File: src/hw/rcg_cfg.svh
`ifndef RCG_CFG_SVH
`define RCG_CFG_SVH
// system clock
`define CLK_HZ          20000000
// gain span and step size, in dB
`define AGC_SPAN_DB     15
`define AGC_STEP_DB     1
`define AGC_EXT_DB      6
// full ramp times, in microseconds
`define UP_RAMP_US      10000
`define DOWN_RAMP_US    200
// regulation target of the equalizer outputs, mV peak-to-peak
`define TARGET_MVPP     1100
// gain step codes
`define GAIN_MIN        5'h00
`define GAIN_MAX        5'h0F
`define GAIN_MAX_EXT    5'h15
`define GAIN_RESET      5'h00
// one gain step of one dB
`define GAIN_STEP       5'h01
// sense current full scale, mA
`define SENSE_FS_MA     15
`define SENSE_FS_X2_MA  30
`define SENSE_OFF_CODE  7'h00
// source and preamp select codes
`define SRC_SERVO_CODE  2'h0
`define SRC_MAIN_CODE   2'h1
`define SRC_BIASFB_CODE 2'h2
`define PG_40DB_CODE    2'h0
`define PG_34DB_CODE    2'h1
// derived cycles per 1 dB step, rounded down
`define UP_STEP_CYC   ((`UP_RAMP_US * (`CLK_HZ / 1000000)) / (`AGC_SPAN_DB / `AGC_STEP_DB))
`define DOWN_STEP_CYC ((`DOWN_RAMP_US * (`CLK_HZ / 1000000)) / (`AGC_SPAN_DB / `AGC_STEP_DB))
`endif

File: src/hw/rcg_pkg.sv
`default_nettype none
package rcg_pkg;
    // control bits written by software
    typedef struct packed {
        logic       manual_gain_select;
        logic [3:0] manual_gain;
        logic       gain_ceiling_extend;
        logic       vga_source_sel1;
        logic       vga_source_sel0;
        logic       freeze_pin_role;
        logic       hpf_enable;
        logic       filter_corner_sel1;
        logic       filter_corner_sel0;
        logic [1:0] preamp_gain_sel;
        logic [6:0] sense_code;
        logic       bias_current_range_x2;
        logic       bias_current_on;
    } ctrl_t;
    // amplitude comparator results
    typedef struct packed {
        logic amp_too_small;
        logic amp_too_large;
    } level_t;
    typedef enum logic [2:0] {
        SRC_MAIN   = 3'h1,
        SRC_BIASFB = 3'h2,
        SRC_SERVO  = 3'h4
    } vga_src_t;
    typedef enum logic [1:0] {
        PG_40DB      = 2'h0,
        PG_34DB      = 2'h1,
        PG_4DB_TEST  = 2'h2
    } preamp_t;
    typedef enum logic [1:0] {
        FC_1MHZ  = 2'h0,
        FC_2MHZ  = 2'h1,
        FC_4MHZ  = 2'h2,
        FC_10MHZ = 2'h3
    } corner_t;
    typedef enum logic [3:0] {
        ST_MANUAL = 4'h1,
        ST_TRACK  = 4'h2,
        ST_HOLD   = 4'h4,
        ST_SERVO  = 4'h8
    } agc_state_t;
    // analog settings driven out
    typedef struct packed {
        logic [4:0] gain_step;
        logic       servo_active;
        logic       agc_frozen;
        vga_src_t   vga_src;
        preamp_t    preamp;
        corner_t    corner;
        logic       hpf_on;
        logic       sense_on;
        logic       sense_range_x2;
        logic [6:0] sense_code;
    } out_t;
endpackage : rcg_pkg
`default_nettype wire

File: src/hw/step_timer.sv
`default_nettype none
module step_timer #(
    parameter int INTERVAL = 266
) (
    input  wire logic clk_sys,
    input  wire logic reset_n,
    input  wire logic run,
    output var  logic tick
);
    localparam int CW = $clog2(INTERVAL + 1);
    // counter and tick flop
    typedef struct packed {
        logic [CW-1:0] cnt_q;
        logic          tick_q;
    } tmr_t;
    tmr_t q;
    tmr_t d;
    ////////////////////////////////////////////////////////////////
    // restart when idle, pulse once per full interval
    always_comb
    begin
        d        = q;
        d.tick_q = 1'h0;
        if (!run)
            d.cnt_q = '0;
        else if (q.cnt_q == CW'(INTERVAL - 1))
        begin
            d.cnt_q  = '0;
            d.tick_q = 1'h1;
        end
        else
            d.cnt_q = q.cnt_q + 1'h1;
    end
    always_ff @(posedge clk_sys or negedge reset_n)
    begin
        if (!reset_n)
            q <= '0;
        else
            q <= d;
    end
    assign tick = q.tick_q;
endmodule : step_timer
`default_nettype wire

File: src/hw/read_channel_gain_control.sv
// Summary of operation
// RQ1 - gain spans 15 dB in 1 dB steps
// RQ2 - too small: min to max in 10 ms
// RQ3 - too large: max to min in 0.2 ms
// RQ4 - ceiling extend bit adds 6 dB on top
// RQ5 - freeze pin low, writing, servo hold gain
// RQ6 - auto only when pin high, manual clear
// RQ7 - loop regulates outputs toward 1.1 Vpp
// RQ8 - both source select bits clear: servo
// RQ9 - role bit set before pin falls: servo
// RQ10 - servo forces max gain, keeps stored gain
// RQ11 - vga source: main, bias/feedback, servo
// RQ12 - preamp 40 or 34 dB, 4 dB test
// RQ13 - one select sets both filter corners
// RQ14 - high-pass differentiator can be bypassed
// RQ15 - 7-bit sense code, 0 to 15 mA
// RQ16 - range-double bit gives 30 mA full scale
// RQ17 - enable bit clear turns sense current off
// RQ18 - role bit picks freeze or servo pin use
// RQ19 - corner codes 1, 2, 4, 10 MHz
// RQ20 - gain saturates, step timing from clock
`include "rcg_cfg.svh"
`default_nettype none
module read_channel_gain_control #(
    parameter int UP_STEP_CYC   = `UP_STEP_CYC,
    parameter int DOWN_STEP_CYC = `DOWN_STEP_CYC
) (
    input  wire logic            CLK_SYS,
    input  wire logic            RESET_N,
    input  wire rcg_pkg::ctrl_t  CTRL,
    input  wire rcg_pkg::level_t LEVEL,
    input  wire logic            FREEZE_N,
    input  wire logic            WRITE_WINDOW_N,
    output var  rcg_pkg::out_t   STATUS
);
    import rcg_pkg::*;

    ////////////////////////////////////////////////////////////////
    // state of the block

    typedef struct packed {
        agc_state_t agc_state;   // loop mode
        logic [4:0] gain_q;      // stored gain step
        logic       pin_q;       // freeze pin, last cycle
        logic       pin_servo_q; // servo chosen by pin
        out_t       out;         // registered outputs
    } st_t;

    st_t q;                      // current state
    st_t d;                      // next state

    logic up_tick;               // one up step due
    logic down_tick;             // one down step due
    logic up_run;                // up interval running
    logic down_run;              // down interval running
    logic [4:0] ceiling;         // present gain ceiling
    logic sel_servo;             // source bits both clear
    logic pin_fall;              // freeze pin falling
    logic pin_hold;              // pin in freeze role, low
    logic writing;               // write window open

    ////////////////////////////////////////////////////////////////
    // decode helpers

    // source select bits to vga input
    function automatic vga_src_t src_decode(input logic s1, input logic s0);
        case ({s1, s0})
            `SRC_SERVO_CODE:  src_decode = SRC_SERVO;
            `SRC_MAIN_CODE:   src_decode = SRC_MAIN;
            `SRC_BIASFB_CODE: src_decode = SRC_BIASFB;
            default:          src_decode = SRC_MAIN;
        endcase
    endfunction : src_decode

    // preamp select bits to gain choice
    function automatic preamp_t pg_decode(input logic [1:0] s);
        case (s)
            `PG_40DB_CODE: pg_decode = PG_40DB;
            `PG_34DB_CODE: pg_decode = PG_34DB;
            default:       pg_decode = PG_4DB_TEST;
        endcase
    endfunction : pg_decode

    ////////////////////////////////////////////////////////////////
    // step interval timers

    // slow upward interval, one dB per tick
    step_timer #(
        .INTERVAL (UP_STEP_CYC)
    ) u_up_timer (
        .clk_sys (CLK_SYS),
        .reset_n (RESET_N),
        .run     (up_run),
        .tick    (up_tick)
    );

    // fast downward interval, one dB per tick
    step_timer #(
        .INTERVAL (DOWN_STEP_CYC)
    ) u_down_timer (
        .clk_sys (CLK_SYS),
        .reset_n (RESET_N),
        .run     (down_run),
        .tick    (down_tick)
    );

    ////////////////////////////////////////////////////////////////
    // combinational terms

    always_comb
    begin
        // ceiling moves up 6 dB when extended
        ceiling   = CTRL.gain_ceiling_extend ? `GAIN_MAX_EXT : `GAIN_MAX; // RQ1 RQ4
        sel_servo = ({CTRL.vga_source_sel1, CTRL.vga_source_sel0}
                     == `SRC_SERVO_CODE);                                 // RQ8
        pin_fall  = q.pin_q & ~FREEZE_N;
        pin_hold  = ~CTRL.freeze_pin_role & ~FREEZE_N;                    // RQ18
        writing   = ~WRITE_WINDOW_N;
        // too large wins over too small
        down_run  = (q.agc_state == ST_TRACK) & LEVEL.amp_too_large;      // RQ7
        up_run    = (q.agc_state == ST_TRACK) & LEVEL.amp_too_small
                    & ~LEVEL.amp_too_large;                               // RQ7
    end

    ////////////////////////////////////////////////////////////////
    // next state

    always_comb
    begin
        d       = q;
        d.pin_q = FREEZE_N;
        // pin servo only if role was set as the pin fell
        if (!CTRL.freeze_pin_role || FREEZE_N)
            d.pin_servo_q = 1'h0;                                         // RQ18
        else if (pin_fall)
            d.pin_servo_q = 1'h1;                                         // RQ9

        // mode choice, servo first
        if (sel_servo || d.pin_servo_q)
            d.agc_state = ST_SERVO;                                       // RQ5
        else if (CTRL.manual_gain_select)
            d.agc_state = ST_MANUAL;                                      // RQ6
        else if (pin_hold || writing)
            d.agc_state = ST_HOLD;                                        // RQ5
        else
            d.agc_state = ST_TRACK;                                       // RQ6

        case (d.agc_state)
            // software value taken as is
            ST_MANUAL:
            begin
                d.gain_q = {1'h0, CTRL.manual_gain};                      // RQ6
            end
            // clocked internal adaptation
            ST_TRACK:
            begin
                if (q.gain_q > ceiling)
                    d.gain_q = ceiling;                                   // RQ20
                else if (down_tick && down_run && q.gain_q > `GAIN_MIN)
                    d.gain_q = q.gain_q - `GAIN_STEP;                     // RQ3
                else if (up_tick && up_run && q.gain_q < ceiling)
                    d.gain_q = q.gain_q + `GAIN_STEP;                     // RQ2
                else
                    d.gain_q = q.gain_q;                                  // RQ20
            end
            // frozen: stored gain untouched
            ST_HOLD:
            begin
                d.gain_q = q.gain_q;                                      // RQ5
            end
            // servo: stored gain kept for later
            ST_SERVO:
            begin
                d.gain_q = q.gain_q;                                      // RQ10
            end
            default:
            begin
                d.agc_state = ST_HOLD;
                d.gain_q    = q.gain_q;
            end
        endcase

        // applied gain, forced to max in servo
        d.out.servo_active = (d.agc_state == ST_SERVO);                   // RQ8
        d.out.gain_step    = d.out.servo_active ? `GAIN_MAX_EXT : d.gain_q; // RQ10
        d.out.agc_frozen   = (d.agc_state == ST_HOLD)
                             || (d.agc_state == ST_SERVO);                // RQ5
        // analog path selections
        d.out.vga_src  = d.out.servo_active ? SRC_SERVO
                         : src_decode(CTRL.vga_source_sel1,
                                      CTRL.vga_source_sel0);              // RQ11
        d.out.preamp   = pg_decode(CTRL.preamp_gain_sel);                 // RQ12
        d.out.corner   = corner_t'({CTRL.filter_corner_sel1,
                                    CTRL.filter_corner_sel0});            // RQ13 RQ19
        d.out.hpf_on   = CTRL.hpf_enable;                                 // RQ14
        // sense current source
        d.out.sense_on       = CTRL.bias_current_on;                      // RQ17
        d.out.sense_range_x2 = CTRL.bias_current_range_x2;                // RQ16
        d.out.sense_code     = CTRL.bias_current_on ? CTRL.sense_code
                               : `SENSE_OFF_CODE;                         // RQ15 RQ17
    end

    ////////////////////////////////////////////////////////////////
    // state register

    always_ff @(posedge CLK_SYS or negedge RESET_N)
    begin
        if (!RESET_N)
        begin
            q                      <= '0;
            q.agc_state            <= ST_HOLD;
            q.gain_q               <= `GAIN_RESET;
            q.pin_q                <= 1'h1;
            q.out.vga_src          <= SRC_SERVO;
            q.out.servo_active     <= 1'h1;
            q.out.agc_frozen       <= 1'h1;
            q.out.gain_step        <= `GAIN_MAX_EXT;
            q.out.sense_code       <= `SENSE_OFF_CODE;
        end
        else
            q <= d;
    end

    // outputs straight from the flops
    assign STATUS = q.out;
endmodule : read_channel_gain_control
`default_nettype wire

File: config.mk
export PLATFORM = sky130hd
export DESIGN_NAME = read_channel_gain_control
export DESIGN_NICKNAME = d
export VERILOG_FILES = /design/src/hw/rcg_pkg.sv /design/src/hw/step_timer.sv /design/src/hw/read_channel_gain_control.sv
export VERILOG_INCLUDE_DIRS = /design/src /design/src/hw
export SDC_FILE = /design/constraint.sdc
export NUM_CORES = 1
export LEC_CHECK = 0
export BUFFER_PORTS_ARGS = -buffer_cell sky130_fd_sc_hd__buf_2
export CORE_UTILIZATION = 60
export CTS_CLUSTER_DIAMETER = 60
export DETAILED_ROUTE_END_ITERATION = 10
export PLACE_DENSITY = 0.85
export SLEW_MARGIN = 15
export SYNTH_ARGS = -nofsm -noshare
export SYNTH_HDL_FRONTEND = slang
export SYNTH_SLANG_ARGS = --single-unit
File: constraint.sdc
create_clock -name CLK_SYS -period 6.9 [get_ports CLK_SYS]
set_input_delay 0 -clock CLK_SYS [delete_from_list [all_inputs] [get_ports CLK_SYS]]
set_output_delay 0 -clock CLK_SYS [all_outputs]
set_load 0.02 [all_outputs]
### After elaboration in Yosys (flattened, before gate mapping)

Index checks and enable logic that the tools add are counted.

* bits in registers: 60
* input bits: 29
* output and inout bits: 24
* logic and storage cells: 81

* add/sub/neg operators: 4
* order comparisons: 3
* equal/unequal tests: 11
* multiplexer cells: 24
* bitwise operators: 9
* reductions and logical operators: 12

Operators by type and width (count)
* $mux W14: 2
* $mux W5: 5
* $mux W9: 2
* $add A14 B1 Y14 const B: 1
* $eq A14 B14 Y1 const B: 1
* $pmux W5 S2: 1
* $add A9 B1 Y9 const B: 1
* $eq A9 B9 Y1 const B: 1
* $mux W3: 3
* $eq A4 B2 Y1 const B: 2
* $eq A4 B3 Y1 const B: 2
* $eq A4 B4 Y1 const B: 2
* $mux W4: 2
* $mux W7: 1
* $mux W1: 6
* $pmux W3 S2: 1
* $add A5 B1 Y5 const B: 1
* $and A1 B1 Y1: 5
* $gt A5 B1 Y1 const B: 1
* $gt A5 B5 Y1: 1
* $lt A5 B5 Y1: 1
* $sub A5 B1 Y5 const B: 1
* $eq A4 B1 Y1 const B: 1
* $logic_and A1 B1 Y1: 4
* other kinds (8): 15

### Longest topological paths before layout

* word-level depth: 11
* mapped depth: 8
* gate-level depth less buffers: 8

### Hierarchy

A second synthesis with hierarchy kept.

* cells, all modules: 290
* area, all modules: 3106.7 um^2

Modules (own cells, without submodules)
* read_channel_gain_control: instances 1, cells each 171, area each 1774.2 um^2, seq. area each 885.8 um^2
* step_timer (u_up_timer): instances 1, cells each 74, area each 845.8 um^2, seq. area each 375.4 um^2
* step_timer (u_down_timer): instances 1, cells each 45, area each 486.7 um^2, seq. area each 250.2 um^2

### Worst setup path before layout

Ideal clock, no wire load.

* kind: reg-to-reg
* from: register q[29] in the netlist's numbering
* to: register q[28] in the netlist's numbering
* library setup time: 0.126 ns
* arrival time: 2.048 ns
* required time: 6.774 ns
* path slack: 4.726 ns
* cell stages (with the launch flop): 8
* buffers on the path: 0
* period minus slack after synthesis: 2.174 ns
* cells stage by stage: dfrtp_1 -> ha_1 -> a31o_2 -> a21oi_4 -> nand4_1 -> mux2_1 -> o211a_1 -> a221o_1

RTL lines
* from (decl): line read_channel_gain_control.sv:49 `st_t q;`

==> run_results.csv <==
group,metric,value,unit
route,viasPerCell,5.30,
global_routing,overflow,0,
clocking,ctsHtreeMaxLevel,3,
sta,tightestPinTransition,931,ps
global_routing,grt_first_pass_wirelength,9690,um
clocking,post_cts_buffers,0,
synthesis,synth_adder_area_share,3.82,%
synthesis,synthFlopType,"dfrtp_1",
clocking,path_clk_slew,70,ps
synthesis,synth-xor-area-share,5.05,%
setup_path,timing.rr.start,"q[29]",
synthesis,synthDominantCellAreaShare,44.1,%
global_routing,antenna_found_initial,0,
sta,setup_viol,0,
sta,slew_viol_final,0,
setup_path,crit_start,"q[29]",
floorplan,dieArea,5200,sq um
synthesis,synth_area,2950,sq um
worst_hold_path,worstHoldPathCells,3,
route,drt_wl_total,5720,um
synthesis,synth_cell_types,53,
setup_path,startpoint_type,"flop",
synthesis,synthCells,282,
global_routing,grt_max_degree,61,
synthesis,synth_area_leaders,"dfrtp_1 (44%), dfstp_2 (7.1%), buf_4 (6.4%)",
route,drtIter0Drc,208,
run,maxCapViolCount,0,
layout,syn2layout_area_growth,21.6,%
floorplan,ios,53,
global_routing,track_usage,24.8,%
synthesis,yosys.area.top_type,"dfrtp_1",
floorplan,fp.dieH,72.1,um
synthesis,synth-seq-cells,60,
setup_path,r2r_cells,7,
floorplan,die_x,72.1,um
synthesis,synth-seq-area-share,51.3,%
route,drc_errors,0,
setup_path,end_kind,"flop",
synthesis,async_flop_share,100,%
sta,rsz0062_at_grt,"no",
power_and_ir_drop,irDropWorstVdd,0.169,mV
clocking,cts_buffer_depth,2,
power_and_ir_drop,power_leakage,0.00166,uW
synthesis,muxShareOfSynthArea,0.721,%
synthesis,synth_edf_count,0,
route,wl_per_cell,13.8,um
route,vias,2188,
power_and_ir_drop,powerDensity,247,nW/um^2
synthesis,synth_warnings,0,
placed_design,gp_congestion,0.854,
placed_design,dp_slack,4590,ps
synthesis,synth_top_family_by_area,"simple AND/OR/NAND/NOR gates",
synthesis,synth_simple_gate_area_share,20.1,%
global_routing,grt_pass1_vias,2171,
layout,design_area,3590,sq um
layout,nets,379,
worst_hold_path,worstHoldPathType,"primary input to flop",
setup_path,crit_type,"flop to flop",
setup_path,arrival,2560,ps
clocking,cts_buffers,9,
layout,diodes,0,
clocking,cts_tree,"built",
sta,fin_skew,9.24,ps
clocking,clk_latency,340,ps
setup_path,cp.required,7130,ps
power_and_ir_drop,finalPower,887,uW
layout,n_fill_cell,339,
layout,most-common-layout-cells,"dfrtp_1 (52), buf_2 (52), nor2_1 (31)",
clocking,clock-sinks,60,
sta,max-slew-margin-rel,37.0,%
floorplan,std_cell_rows,25,
setup_path,cp_max_fo,10,
floorplan,start_util,62.4,%
route,antenna_left,0,
sta,period_minus_slack,2330,ps
sta,holdWs,33.7,ps
synthesis,synth.avg_cell_area,10.5,sq um
synthesis,synth_compound_area_share,10.4,%
placed_design,dp_hpwl,3780,um
sta,finalHoldViolations,0,
outcome,status,"finished clean",
clocking,root_buffer,"clkbuf_8",
placed_design,place_area,3100,sq um
floorplan,core_area,4720,sq um
route,drtPass1Iterations,4,
sta,setup_ws,4570,ps
sta,fmax,429,MHz
layout,drive_gt1_share,24.0,%
sta,fin_crit_sh,33.8,%
worst_hold_path,worstHoldStart,"CTRL[18]",
sta,setup_tns,0,ps
synthesis,synth.net_count,320,
placed_design,io_buffers,52,
-- final timing paths --
path	to	slack (ps)
hold reg to reg	u_up_timer.q[1]	520
max in group asynchronous	u_up_timer.q[9]	6080
setup / recovery	q[28]	4570
hold / removal	q[26]	30
min in group asynchronous	q[28]	330
setup reg to reg	q[28]	4570
-- routing by layer --
| layer | track usage (%) | up-vias | share of wire [%] |
|---|---|---|---|
| met3 | 4.86 | 13 | 4.1 |
| li1 | - | 1072 | - |
| met1 | 33.6 | 1041 | 46 |
| met2 | 38.2 | 62 | 47 |
| met4 | 12.6 | 0 | 2.4 |
| met5 | 0 | - | 0 |
-- cells by family (layout without fill, tap and decap cells) --
logic type | count (synthesis) | in the layout
multiplexers | 2 | 2
XOR/XNOR | 17 | 17
buffers and inverters | 42 | 106
AND/OR/NAND/NOR | 111 | 111
adder cells (fa/ha/maj) | 9 | 9
flip-flops | 60 | 60
AO/OA/AOI/OAI | 41 | 41
-- cells in the mapped netlist (7+ instances only) --
| master | count |
|---|---|
| and2_1 | 13 |
| and3_1 | 7 |
| buf_4 | 25 |
| dfrtp_1 | 52 |
| dfstp_2 | 8 |
| ha_1 | 9 |
| inv_1 | 13 |
| nand2_1 | 14 |
| nand3_1 | 11 |
| nand4_1 | 8 |
| nor2_1 | 31 |
| o21ai_0 | 9 |
| xor2_1 | 13 |
-- power breakdown --
| part | switching, uW | internal [uW] | total (uW) |
|---|---|---|---|
| combinational | 64.8 | 46.4 | 111 |
| clock | 130 | 259 | 389 |
| sequential | 14.5 | 372 | 387 |
| total | 209 | 678 | 887 |
-- worst max-delay path, stage by stage (launching register included) --
cell,delay (ps)
dfrtp_1,440
ha_1,370
a31o_2,290
a21oi_4,260
o21ai_0,160
mux2_1,310
o211a_1,140
a221o_1,250
-- stage by stage --
step	instances	utilization, %
after global routing	413	75.9
after floorplan	282	-
final	413	75.9
after CTS	413	75.9
after global placement	373	65.5
after detailed placement	373	65.5
-- timing repair --
item | CTS | global route
gates resized for setup | 0 | 0
hold endpoints to repair | 75 | 0
hold buffers | 24 | 0
-- state kept, by name, indices dropped and copies added, names as in the netlist --
register / count
u_up_timer.q: 14
q: 11
STATUS: 24
u_up_timer.tick: 1
u_down_timer.q: 9
u_down_timer.tick: 1
-- area by class of cell --
type / instances / area (sq um) / share of cell area [%]
inverter: 13 / 48.8 / 1.36
sequential: 60 / 1510 / 42.1
tap: 67 / 83.8 / 2.34
clock buffer: 12 / 155 / 4.33
clock inverter: 4 / 95.1 / 2.65
multi-input combinational: 180 / 1180 / 33.0
timing repair buffer: 77 / 508 / 14.2
(Power assumes the default switching activity.)
